--- src/verilog/pcd_pkg.sv ---
package pcd_pkg;

	localparam int PORT_W = 8;

	// Register map of the override control slave, byte addresses.
	localparam logic [7:0] REG_CTRL   = 8'h00;
	localparam logic [7:0] REG_PCMASK = 8'h04;
	localparam logic [7:0] REG_PINS   = 8'h08;

	// Field positions inside the control register.
	localparam int CTRL_XMEM_EN  = 0;
	localparam int CTRL_XMM_LO   = 1;
	localparam int CTRL_XMM_HI   = 3;
	localparam int CTRL_SCAN_EN  = 4;
	localparam int CTRL_ASYNC_T2 = 5;
	localparam int CTRL_PCG1_EN  = 6;
	localparam int CTRL_PULL_DIS = 7;

	// Reset values.
	localparam logic [7:0]  CTRL_RST   = 8'h00;
	localparam logic [7:0]  PCMASK_RST = 8'h00;
	localparam logic [7:0]  PORT_RST   = 8'h00;
	localparam logic [31:0] DATA_ZERO  = 32'h0000_0000;

	// Port C pin roles.
	localparam int PC_TDI = 7;
	localparam int PC_TDO = 6;
	localparam int PC_TMS = 5;
	localparam int PC_TCK = 4;

	// Port D pin roles.
	localparam int PD_RD   = 7;
	localparam int PD_WR   = 6;
	localparam int PD_OSCO = 5;
	localparam int PD_OSCI = 4;
	localparam int PD_IRQ1 = 3;
	localparam int PD_IRQ0 = 2;
	localparam int PD_TX   = 1;
	localparam int PD_RX   = 0;

	// Port C pin i is an address pin while the high mask is below this limit.
	localparam logic [3:0] PC_MASK_LIMIT [0:7] = '{4'h7, 4'h7, 4'h6, 4'h5, 4'h4, 4'h3, 4'h2, 4'h1};

endpackage

--- src/verilog/pcd_ovr_if.sv ---
interface pcd_ovr_if;
	logic [7:0] port_data;
	logic [7:0] port_dir;
	logic       pull_dis;
	logic [7:0] pullup_override_en;
	logic [7:0] pullup_override_val;
	logic [7:0] dir_override_en;
	logic [7:0] dir_override_val;
	logic [7:0] pin_value_override_en;
	logic [7:0] pin_value_override_val;
	logic [7:0] input_en_override_en;
	logic [7:0] input_en_override_val;
	logic [7:0] pin_pullup;
	logic [7:0] pin_oe;
	logic [7:0] pin_out;
	logic [7:0] pin_ie;

	modport ctl (
		output port_data, port_dir, pull_dis,
		output pullup_override_en, pullup_override_val, dir_override_en, dir_override_val,
		output pin_value_override_en, pin_value_override_val, input_en_override_en, input_en_override_val,
		input  pin_pullup, pin_oe, pin_out, pin_ie
	);
	modport mux (
		input  port_data, port_dir, pull_dis,
		input  pullup_override_en, pullup_override_val, dir_override_en, dir_override_val,
		input  pin_value_override_en, pin_value_override_val, input_en_override_en, input_en_override_val,
		output pin_pullup, pin_oe, pin_out, pin_ie
	);
endinterface

--- src/verilog/pcd_ovr_mux.sv ---
module pcd_ovr_mux (
	pcd_ovr_if.mux ov
);
	import pcd_pkg::*;

	wire [7:0] normal_pullup;

	// Plain port pull-up: data bit high on an input pin unless pulls are disabled globally.
	assign normal_pullup = ov.port_data & ~ov.port_dir & ~{PORT_W{ov.pull_dis}};

	// Each override picks its own value when enabled; otherwise pull-up, direction and value follow the port registers and input enable is on.
	// per-pin override select
	assign ov.pin_pullup = (ov.pullup_override_en & ov.pullup_override_val) | (~ov.pullup_override_en & normal_pullup);
	assign ov.pin_oe     = (ov.dir_override_en & ov.dir_override_val) | (~ov.dir_override_en & ov.port_dir);
	assign ov.pin_out    = (ov.pin_value_override_en & ov.pin_value_override_val)
	                     | (~ov.pin_value_override_en & ov.port_data);
	assign ov.pin_ie     = (ov.input_en_override_en & ov.input_en_override_val) | ~ov.input_en_override_en;
endmodule

--- src/verilog/pcd_alt_mux.sv ---
// How it works
// - External memory with mask below 5,6,7,7 drives port C bits 3..0 with address 11..8.
// - Port C bit 6 drives test data out when scan enabled, else address 14 when external memory is on with mask below 2.
// - Port C low input override to one when group enable and pin mask set.
// - Synced port C inputs feed pin-change lines; bits 7,5,4 feed the scan port.
// - Async timer-2 select cuts port D bit 5 from all port logic.
// - Async timer-2 select cuts port D bit 4 from all port logic.
// - Compare 1A reaches port D bit 5 only when its direction bit is output.
// - Serial 0 clock on port D bit 4 follows that pin's direction bit.
// - Serial 0 clock pin claimed only in serial 0 synchronous mode.
// - Compare 3A reaches port D bit 4 only when its direction bit is output.
// - Port D bit 3 feeds external interrupt 1 and capture 3.
// - Port D bit 2 feeds external interrupt 0.
// - Serial 1 clock on port D bit 2 follows direction, only in synchronous mode.
// - Serial 0 transmit enable forces port D bit 1 output with transmit data.
// - Port D bits 7 and 6 carry memory read and write strobes.
// - Serial 0 receive enable forces port D bit 0 input, pull-up from data bit.
//
// Chosen here: register access over Wishbone and the placing of the registers.
module pcd_alt_mux (
	input  wire logic                      clk_i,
	input  wire logic                      rst_i,
	input  wire logic                      wb_cyc_i,
	input  wire logic                      wb_stb_i,
	input  wire logic                      wb_we_i,
	input  wire logic [7:0]                wb_adr_i,
	input  wire logic [3:0]                wb_sel_i,
	input  wire logic [31:0]               wb_dat_i,
	output logic      [31:0]               wb_dat_o,
	output logic                           wb_ack_o,
	input  wire logic [pcd_pkg::PORT_W-1:0] port_c_data_i,
	input  wire logic [pcd_pkg::PORT_W-1:0] port_c_dir_i,
	input  wire logic [pcd_pkg::PORT_W-1:0] port_d_data_i,
	input  wire logic [pcd_pkg::PORT_W-1:0] port_d_dir_i,
	input  wire logic [pcd_pkg::PORT_W-1:0] pin_c_i,
	input  wire logic [pcd_pkg::PORT_W-1:0] pin_d_i,
	input  wire logic [15:8]               ext_addr_i,
	input  wire logic                      ext_rd_strobe_i,
	input  wire logic                      ext_wr_strobe_i,
	input  wire logic                      scan_tdo_i,
	input  wire logic                      cmp1a_en_i,
	input  wire logic                      cmp1a_out_i,
	input  wire logic                      cmp3a_en_i,
	input  wire logic                      cmp3a_out_i,
	input  wire logic                      serial0_sync_i,
	input  wire logic                      serial0_ext_clk_i,
	input  wire logic                      serial1_sync_i,
	input  wire logic                      serial1_ext_clk_i,
	input  wire logic                      serial0_tx_en_i,
	input  wire logic                      serial0_tx_i,
	input  wire logic                      serial0_rx_en_i,
	input  wire logic                      ext_irq0_en_i,
	input  wire logic                      ext_irq1_en_i,
	output logic      [pcd_pkg::PORT_W-1:0] pc_out_o,
	output logic      [pcd_pkg::PORT_W-1:0] pc_oe_o,
	output logic      [pcd_pkg::PORT_W-1:0] pc_pullup_o,
	output logic      [pcd_pkg::PORT_W-1:0] pd_out_o,
	output logic      [pcd_pkg::PORT_W-1:0] pd_oe_o,
	output logic      [pcd_pkg::PORT_W-1:0] pd_pullup_o,
	output logic      [pcd_pkg::PORT_W-1:0] pin_change_line_o,
	output logic                           scan_tdi_o,
	output logic                           scan_tms_o,
	output logic                           scan_tck_o,
	output logic                           ext_irq0_in_o,
	output logic                           ext_irq1_in_o,
	output logic                           capture3_in_o,
	output logic                           serial0_rx_o,
	output logic                           serial0_ext_clk_in_o,
	output logic                           serial1_ext_clk_in_o
);
	import pcd_pkg::*;

	logic [7:0]  ctrl;
	logic [7:0]  pc_mask;
	logic [7:0]  c_s1, c_s2, c_s3, c_filt;
	logic [7:0]  d_s1, d_s2, d_s3, d_filt;
	wire  [7:0]  next_c_filt, next_d_filt;
	wire  [7:0]  c_di, d_di;
	wire         wb_req, wb_wr, sel_ctrl, sel_mask, sel_pins;
	wire  [31:0] next_rdata;
	wire         xmem_en, scan_en, async_t2, pcg1_en, pull_dis;
	wire  [2:0]  ext_mem_high_mask;
	wire         serial0_ext_clk_oe, serial1_ext_clk_oe;
	logic        rst_held;

	pcd_ovr_if c_if ();
	pcd_ovr_if d_if ();

	pcd_ovr_mux u_mux_c (
		.ov (c_if.mux)
	);
	pcd_ovr_mux u_mux_d (
		.ov (d_if.mux)
	);

	// Register slave decode; every access is acknowledged one cycle after it is seen.
	assign wb_req   = wb_cyc_i & wb_stb_i & ~wb_ack_o;
	assign wb_wr    = wb_req & wb_we_i & wb_sel_i[0];
	assign sel_ctrl = (wb_adr_i == REG_CTRL);
	assign sel_mask = (wb_adr_i == REG_PCMASK);
	assign sel_pins = (wb_adr_i == REG_PINS);
	assign next_rdata = sel_ctrl ? {24'h00_0000, ctrl} :
	                    sel_mask ? {24'h00_0000, pc_mask} :
	                    sel_pins ? {16'h0000, d_filt, c_filt} : DATA_ZERO;

	// Control fields.
	assign xmem_en  = ctrl[CTRL_XMEM_EN];
	assign ext_mem_high_mask      = ctrl[CTRL_XMM_HI:CTRL_XMM_LO];
	assign scan_en  = ctrl[CTRL_SCAN_EN];
	assign async_t2 = ctrl[CTRL_ASYNC_T2];
	assign pcg1_en  = ctrl[CTRL_PCG1_EN];
	assign pull_dis = ctrl[CTRL_PULL_DIS];

	// Bus register writes, byte lane 0 only; other lanes are ignored.
	always_ff @(posedge clk_i) begin
		if (rst_i) begin
			ctrl     <= CTRL_RST;
			pc_mask  <= PCMASK_RST;
			wb_ack_o <= 1'b0;
			wb_dat_o <= DATA_ZERO;
		end else begin
			wb_ack_o <= wb_req;
			wb_dat_o <= wb_req ? next_rdata : DATA_ZERO;
			if (wb_wr && sel_ctrl) begin
				ctrl <= wb_dat_i[7:0];
			end
			if (wb_wr && sel_mask) begin
				pc_mask <= wb_dat_i[7:0];
			end
		end
	end

	// A pin change counts only once the second and third stages agree.
	assign next_c_filt = ((c_s2 ~^ c_s3) & c_s3) | ((c_s2 ^ c_s3) & c_filt);
	assign next_d_filt = ((d_s2 ~^ d_s3) & d_s3) | ((d_s2 ^ d_s3) & d_filt);

	// Pin input synchronisers.
	always_ff @(posedge clk_i) begin
		if (rst_i) begin
			{c_s1, c_s2, c_s3, c_filt} <= {4{PORT_RST}};
			{d_s1, d_s2, d_s3, d_filt} <= {4{PORT_RST}};
		end else begin
			{c_s1, c_s2, c_s3, c_filt} <= {pin_c_i, c_s1, c_s2, next_c_filt};
			{d_s1, d_s2, d_s3, d_filt} <= {pin_d_i, d_s1, d_s2, next_d_filt};
		end
	end

	// Disabled inputs read as zero.
	assign c_di = c_filt & c_if.pin_ie;
	assign d_di = d_filt & d_if.pin_ie;

	// Port register values for both muxes.
	assign c_if.port_data = port_c_data_i;
	assign c_if.port_dir  = port_c_dir_i;
	assign c_if.pull_dis  = pull_dis;
	assign d_if.port_data = port_d_data_i;
	assign d_if.port_dir  = port_d_dir_i;
	assign d_if.pull_dis  = pull_dis;

	// Port C overrides, one slice per pin.
	for (genvar i = 0; i < PORT_W; i++) begin : g_pc
		wire xm_own;
		wire hi_pin;
		assign hi_pin = (i >= PC_TCK);
		assign xm_own = xmem_en & ({1'b0, ext_mem_high_mask} < PC_MASK_LIMIT[i]);
		assign c_if.pullup_override_en[i]  = xm_own | (hi_pin & scan_en);
		assign c_if.pullup_override_val[i] = hi_pin & scan_en;
		// Address pins are outputs; scan pins are inputs except test data out.
		assign c_if.dir_override_en[i]  = xm_own | (hi_pin & scan_en);
		assign c_if.dir_override_val[i] = (hi_pin & scan_en) ? (i == PC_TDO) : 1'b1;
		assign c_if.pin_value_override_en[i]  = xm_own | ((i == PC_TDO) & scan_en);
		assign c_if.pin_value_override_val[i] = ((i == PC_TDO) & scan_en) ? scan_tdo_i : ext_addr_i[8 + i];
		assign c_if.input_en_override_en[i]  = (hi_pin & scan_en) | (pcg1_en & pc_mask[i]);
		assign c_if.input_en_override_val[i] = hi_pin ? scan_en : 1'b1;
	end

	// serial clocks claim pins only in synchronous mode with output direction
	assign serial0_ext_clk_oe = serial0_sync_i & port_d_dir_i[PD_OSCI];
	assign serial1_ext_clk_oe = serial1_sync_i & port_d_dir_i[PD_IRQ0];

	// Port D overrides, packed from bit 7 down to bit 0.
	// ownership of pull-up and direction
	assign d_if.pullup_override_en  = {xmem_en, xmem_en, async_t2, async_t2, 2'b00, serial0_tx_en_i,
	                                   serial0_rx_en_i};
	assign d_if.pullup_override_val = {7'h00, port_d_data_i[PD_RX] & ~pull_dis};
	assign d_if.dir_override_en     = {xmem_en, xmem_en, async_t2, async_t2, 2'b00, serial0_tx_en_i,
	                                   serial0_rx_en_i};
	assign d_if.dir_override_val    = {2'b11, 4'h0, 2'b10};
	// compare outputs and serial clocks go out through the direction bit
	assign d_if.pin_value_override_en  = {xmem_en, xmem_en, cmp1a_en_i & ~async_t2,
	                                      (serial0_ext_clk_oe | cmp3a_en_i) & ~async_t2, 1'b0, serial1_ext_clk_oe,
	                                      serial0_tx_en_i, 1'b0};
	assign d_if.pin_value_override_val = {ext_rd_strobe_i, ext_wr_strobe_i, cmp1a_out_i,
	                                      serial0_ext_clk_oe ? serial0_ext_clk_i : cmp3a_out_i, 1'b0,
	                                      serial1_ext_clk_i, serial0_tx_i, 1'b0};
	// interrupt inputs keep their input buffers on
	assign d_if.input_en_override_en  = {2'b00, async_t2, async_t2, ext_irq1_en_i, ext_irq0_en_i, 2'b00};
	assign d_if.input_en_override_val = {4'h0, 2'b11, 2'b00};

	// Registered pin drive and alternate-function inputs.
	always_ff @(posedge clk_i) begin
		if (rst_i) begin
			{pc_out_o, pc_oe_o, pc_pullup_o} <= {3{PORT_RST}};
			{pd_out_o, pd_oe_o, pd_pullup_o} <= {3{PORT_RST}};
			pin_change_line_o <= PORT_RST;
			{scan_tdi_o, scan_tms_o, scan_tck_o} <= 3'b000;
			{ext_irq0_in_o, ext_irq1_in_o, capture3_in_o} <= 3'b000;
			{serial0_rx_o, serial0_ext_clk_in_o, serial1_ext_clk_in_o} <= 3'b000;
		end else begin
			{pc_out_o, pc_oe_o, pc_pullup_o} <= {c_if.pin_out, c_if.pin_oe, c_if.pin_pullup};
			{pd_out_o, pd_oe_o, pd_pullup_o} <= {d_if.pin_out, d_if.pin_oe, d_if.pin_pullup};
			pin_change_line_o <= c_di;
			{scan_tdi_o, scan_tms_o, scan_tck_o} <= {c_di[PC_TDI], c_di[PC_TMS], c_di[PC_TCK]};
			{ext_irq0_in_o, ext_irq1_in_o, capture3_in_o} <= {d_di[PD_IRQ0], d_di[PD_IRQ1], d_di[PD_IRQ1]};
			serial0_rx_o <= d_di[PD_RX];
			// serial clock inputs only when not driving
			serial0_ext_clk_in_o <= d_di[PD_OSCI] & serial0_sync_i & ~port_d_dir_i[PD_OSCI];
			serial1_ext_clk_in_o <= d_di[PD_IRQ0] & serial1_sync_i & ~port_d_dir_i[PD_IRQ0];
		end
	end

	// Reset seen one edge late; it keeps checks off at the edge where reset is released.
	always_ff @(posedge clk_i) begin
		rst_held <= rst_i;
	end
endmodule

--- config.mk ---
export PLATFORM = sky130hd
export DESIGN_NAME = pcd_alt_mux
export DESIGN_NICKNAME = d
export VERILOG_FILES = /design/src/verilog/pcd_pkg.sv /design/src/verilog/pcd_ovr_if.sv /design/src/verilog/pcd_ovr_mux.sv /design/src/verilog/pcd_alt_mux.sv
export SDC_FILE = /design/constraint.sdc
export NUM_CORES = 1
export LEC_CHECK = 0
export ABC_AREA = 1
export BUFFER_PORTS_ARGS = -buffer_cell sky130_fd_sc_hd__buf_4
export CAP_MARGIN = 0
export CORE_ASPECT_RATIO = 1.1
export CORE_MARGIN = 2
export CORE_UTILIZATION = 45
export DETAILED_ROUTE_END_ITERATION = 6
export PLACE_DENSITY_LB_ADDON = 0.25
export SETUP_SLACK_MARGIN = 0.3
export SKIP_CTS_REPAIR_TIMING = 1
export SLEW_MARGIN = 10
export SYNTH_ARGS = -nofsm -noshare
export SYNTH_HDL_FRONTEND = slang
export SYNTH_HIERARCHICAL = 1
export SYNTH_SLANG_ARGS = --single-unit
export TNS_END_PERCENT = 10
--- constraint.sdc ---
create_clock -name clk_i -period 1.54 [get_ports clk_i]
set_input_delay 0.308 -clock clk_i [delete_from_list [all_inputs] [get_ports clk_i]]
set_output_delay 0.308 -clock clk_i [all_outputs]
set_load 0.1 [all_outputs]
==> results of run 1 <==
## worst max-delay path by stage
| stage | endpoint | startpoint | cells after the start |
|---|---|---|---|
| detailed placement | pc_pullup_o[4] | ctrl[4] | 7 |
| finish | serial0_rx_o | serial0_rx_o | 1 |
| global placement | pc_oe_o[4] | ctrl[4] | 6 |
| CTS | pc_pullup_o[2] | pc_pullup_o[2] | 1 |
| global route | pd_oe_o[5] | pd_oe_o[5] | 1 |
| floorplan | ext_irq1_in_o | ext_irq1_in_o | 1 |
## metrics by stage
stage | worst slack, ns | hold slack (ns) | area (um2)
floorplan | 0.2102 | 0.3795 | 6729
global placement | 0.1987 | 0.3897 | 8095
detailed placement | 0.1734 | 0.3924 | 8095
CTS | 0.1431 | 0.04411 | 8663
global route | 0.1859 | 0.03975 | 9309
finish | 0.2320 | 0.05984 | 9309
## metal layers
metal / vias to the layer above / track usage
met1: 2435 / 0.2281
met2: 126 / 0.3291
met5: - / 0
li1: 2992 / -
met3: 10 / 0.05070
met4: 0 / 0.07087
## cells in the final DEF (no fill, tap or decap), types with 16 or more instances in the layout
master	count
inv_1	182
buf_6	55
conb_1	63
nand3_1	42
dfxtp_1	141
buf_4	105
a21oi_1	42
ha_1	16
clkbuf_16	17
nand2_1	149
o21ai_0	32
buf_12	20
nor2_1	182
## cell type report
class,instances,area [um2]
clock buffer,17,425.4
clock inverter,15,142.6
fill,1166,4598
inverter,190,720.7
multi-input combinational,554,2567
sequential,158,3202
tap,188,235.2
timing repair buffer,194,2008
timing repair inverter,1,7.507
## power breakdown
group / switching, W / leakage (nW) / internal (W) / total (W)
Sequential: 0.0000533 / 1.30 / 0.00420 / 0.00425
Combinational: 0.000993 / 3.24 / 0.000420 / 0.00141
Clock: 0.00186 / 0.277 / 0.00215 / 0.00401
==> impl_metrics.csv, run 1 <==
group,metric,value,unit
die,pin_count,219,
cts,numCtsBuffers,17,
die,core_area,13910,um2
cells_and_area,layoutNonFillerInstCount,1317,
global_routing,grt-ovfl-total,0,
global_routing,grt_pass1_vias,4883,
worst_setup_path,slowest_stage,"dfxtp_1",
cells_and_area,final_nets,1253,
worst_hold_path,worstHoldStart,"port_d_dir_i[2]",
worst_setup_path,cp-end-kind,"output pin",
cts,tritoncts,"yes",
cells_and_area,largest-register,"wb_dat_o",
die,fp.dieW,118.3,um
drt,avgViaCountPerCell,4.224,
cells_and_area,largest_reg_flops,16,
sta,hold_viol,0,
sta,rsz0062_at_grt,"yes",
cts,path_clk_slew,0.07,ns
power_and_ir_drop,peakVddDrop,0.7808,mV
worst_hold_path,hold_depth,2,
drt,dr_wl_met2,7713,um
worst_setup_path,path_class,"reg2out",
sta,tightest_slew,0.5426,ns
run_status,status,"completed",
die,die_area,15360,um2
cells_and_area,antenna_cells,0,
sta,worst_clock_skew,0.008594,ns
place,port_buffers,175,
drt,vias,5563,
worst_setup_path,reg2reg_setup_slack,0.34,ns
cells_and_area,drive_above_1_share,0.2471,
worst_setup_path,crit_path_max_incr_delay,0.34,ns
cts,clk_latency,0.43,ns
drt,wl_met1,6295,um
place,place.gp.congestion,0.8089,
worst_hold_path,min_to,"serial1_ext_clk_in_o",
worst_setup_path,r2r_cells,9,
synth,syn_inst,887,
sta,drv_slew,0,
cts,cts_buffer_depth,2,
drt,ant_nets,0,
sta,max_slew_margin,0.6383,
worst_setup_path,crit_buf_inv,1,
place,place_hpwl,10140,um
synth,syn_area,6471,um2
drt,drt_iter0_drc,283,
cts,cts_sinks,158,
global_routing,antenna_found_initial,0,
die,num_rows,45,
drt,drcViolationCount,0,
worst_setup_path,path_max_fanout,1,
sta,setup_viol,0,
worst_setup_path,path_cells,"buf_6",
global_routing,grt_first_pass_wirelength,22900,um
worst_setup_path,timing.rr.start,"ctrl[0]",
drt,drt-wirelength-per-cell,11.27,um
global_routing,grt_max_degree,124,
worst_setup_path,crit_family,"flip-flops",
cts,cts_max_level,4,
die,die_h,129.8,um
flow_run,maxCapViolations,0,
synth,yosys_warnings,6,
sta,finalSetupTns,0,ns
worst_hold_path,hp-class,"in2reg",
cts,cts_root_buffer,"clkbuf_16",
synth,postSynthAreaPerCell,7.296,um2
drt,routed_wl,14840,um
worst_setup_path,r2r-end,"pc_pullup_o[0]",
power_and_ir_drop,power_density,1039,nW/um2
cells_and_area,areaGrowthSynthToFinish,43.85,%
drt,wl_met3,673,um
sta,fmax,0.7646,GHz
worst_setup_path,arrival,1.00,ns
power_and_ir_drop,leakagePower,4.822,nW
drt,drt-pass1-iter-count,4,
worst_setup_path,cp_data_required_time,1.23,ns
worst_setup_path,cp-start-kind,"flop",
place,placed_cells,1279,
sta,period_share,0.8493,
global_routing,gr-usage-all-layers,0.1900,
cells_and_area,utilization,0.6694,
power_and_ir_drop,total_power,0.009676,W
drt,highest_layer,"met4",
sta,period_needed,1.308,ns
die,start_util,0.4653,
No activity file was read; power rests on OpenSTA's default activity.
==> inputs of run 2 (changes only) <==
Clock period 1.54 ns to 1.1 ns, I/O delays scaled along.
==> run 2 against run 1 <==
  * The flow now finishes with violations (negative setup slack)
  * Clock skew shrank 0.0015 ns
  * First-iteration DRC count shrank 3.5%
  * Largest cell class unchanged
  * Non-clock buffer count grew 32
  * Core utilization grew 9.0 points
  * Sequential cell count is the same
  * Design area grew 13%
  * Hold slack lost 0.047 ns
==> impl_metrics.csv, run 2 (same netlist as run 1, synthesis figures left out) <==
group,metric,value,unit
cells_and_area,multi_input_area,2878,um2
power_and_ir_drop,peakVddDrop,1.470,mV
cells_and_area,final_cell_mix,"181 x inv_1, 180 x nor2_1, 146 x nand2_1",
worst_setup_path,cp_data_required_time,0.88,ns
die,core_area,13910,um2
sta,hold_viol,0,
cts,numCtsBuffers,17,
global_routing,gr-usage-all-layers,0.1908,
worst_setup_path,endpoint,"wb_dat_o[12]",
run_status,status,"finished, violations left",
place,pre_cts_slack,-0.1684,ns
drt,routed_wl,17070,um
drt,drt-pass1-iter-count,6,
die,die_h,129.8,um
worst_setup_path,crit_path_max_incr_delay,0.38,ns
worst_setup_path,r2r-end,"pc_pullup_o[6]",
worst_setup_path,crit_family,"flip-flops",
cells_and_area,largest_reg_flops,16,
cts,tritoncts,"yes",
worst_hold_path,hp-class,"in2reg",
cts,cts_root_buffer,"clkbuf_16",
power_and_ir_drop,p_sw,0.004164,W
drt,wl_met3,997,um
worst_setup_path,cp-start-kind,"flop",
worst_setup_path,path_max_fanout,1,
power_and_ir_drop,power_density,1326,nW/um2
power_and_ir_drop,clkPwrFrac,0.409,
sta,period_needed,1.236,ns
cells_and_area,areaGrowthSynthToFinish,63.22,%
sta,worst_clock_skew,0.007104,ns
global_routing,grt-ovfl-total,0,
sta,layout_setup_ws,-0.1363,ns
place,port_buffers,175,
cells_and_area,largest-register,"wb_dat_o",
cts,path_clk_slew,0.07,ns
cts,cts_buffer_depth,2,
worst_setup_path,worst-path-stages,1,
sta,fmax,0.8089,GHz
global_routing,grt_first_pass_wirelength,23030,um
power_and_ir_drop,p_comb_frac,0.161,
sta,hold_ws,0.01300,ns
die,num_rows,45,
cells_and_area,final_nets,1284,
cts,cts_max_level,4,
cts,clk_latency,0.42,ns
worst_setup_path,timing.rr.start,"ctrl[0]",
sta,setup_viol,111,
power_and_ir_drop,total_power,0.01401,W
power_and_ir_drop,p_int,0.009843,W
cells_and_area,seq_area,3311,um2
drt,ant_nets,0,
sta,rsz0062_at_grt,"yes",
cells_and_area,fillers,988,
power_and_ir_drop,leakagePower,5.137,nW
drt,drt-wirelength-per-cell,12.66,um
place,place_hpwl,10770,um
worst_setup_path,crit_buf_inv,1,
global_routing,antenna_found_initial,0,
flow_run,maxCapViolations,0,
sta,period_share,1.124,
sta,drv_slew,0,
cells_and_area,final_common_cell,"inv_1",
worst_setup_path,path_cells,"buf_8",
global_routing,grt_max_degree,64,
drt,highest_layer,"met4",
cells_and_area,antenna_cells,0,
drt,drt_iter0_drc,273,
global_routing,grt_pass1_vias,4926,
drt,vias,5911,
power_and_ir_drop,pwr-share-seq,0.430,
worst_setup_path,reg2reg_setup_slack,-0.07,ns
die,fp.dieW,118.3,um
die,pin_count,219,
worst_setup_path,r2r_cells,9,
worst_setup_path,path_class,"reg2out",
cells_and_area,drive_above_1_share,0.3733,
worst_setup_path,critPathLaunch,"wb_dat_o[12]",
worst_setup_path,cp-end-kind,"output pin",
drt,avgViaCountPerCell,4.385,
cts,cts_sinks,158,
drt,drcViolationCount,0,
drt,dr_wl_met2,9533,um
place,place.gp.congestion,0.8145,
worst_setup_path,slowest_stage,"dfxtp_1",
die,start_util,0.4653,
power_and_ir_drop,switching_share,0.2973,
worst_setup_path,arrival,1.02,ns
drt,wl_met1,6220,um
die,die_area,15360,um2
run_status,violations,"negative setup slack",
run 2: cell types whose count changed in the layout (fill, tap and decap cells not counted), sizes merged:
| cell | before | now |
|---|---|---|
| buf | 194 | 217 |
| dlygate4sd3 | 0 | 9 |
| clkinvlp | 4 | 2 |
| clkbuf | 17 | 18 |
run 2: stage by stage:
step           TNS [ns]  instances  cell area [um2]    util
2_1_floorplan    -3.888        948             6825       -
3_3_place_gp     -3.059       1304             8413  0.6049
3_5_place_dp     -4.060       1304             8413  0.6049
4_1_cts          -15.95       1336             8996  0.6469
5_1_grt          -12.96       1348            10560  0.7595
6_report         -6.577       1348            10560  0.7595
run 2: power groups by stage:
stage	registers, W	clock network (W)	logic, W
3_5_place_dp	0.00606	0	0.00193
3_3_place_gp	0.00605	0	0.00192
6_report	0.00602	0.00573	0.00226
4_1_cts	0.00593	0.00582	0.00194
2_1_floorplan	0.00674	0	0.000728
5_1_grt	0.00603	0.00612	0.00239
run 2: final cells by class:
cell class	instances	share of cell area
Clock buffer	18	0.04264
Clock inverter	14	0.01256
Inverter	190	0.06930
Multi-Input combinational cell	554	0.2724
Sequential cell	158	0.3134
Tap cell	188	0.02227
Timing Repair Buffer	226	0.2674
run 2: worst min-delay path by stage:
stage	start	endpoint	slack (ns)	cells past startpoint
2_1_floorplan	port_d_dir_i[2]	serial1_ext_clk_in_o	0.29	1
3_3_place_gp	c_s1[6]	c_s2[6]	0.39	2
3_5_place_dp	c_s1[1]	c_s2[1]	0.39	2
4_1_cts	port_d_dir_i[2]	serial1_ext_clk_in_o	-0.05	2
5_1_grt	pin_c_i[7]	c_s1[7]	-0.001	3
6_report	pin_c_i[1]	c_s1[1]	0.01	3
run 2: routing by layer:
layer / GRT usage / vias to the layer above
met2: 0.3468 / 177
met4: 0.06804 / 0
met1: 0.2151 / 2647
met5: 0 / -
li1: - / 3055
met3: 0.05376 / 32
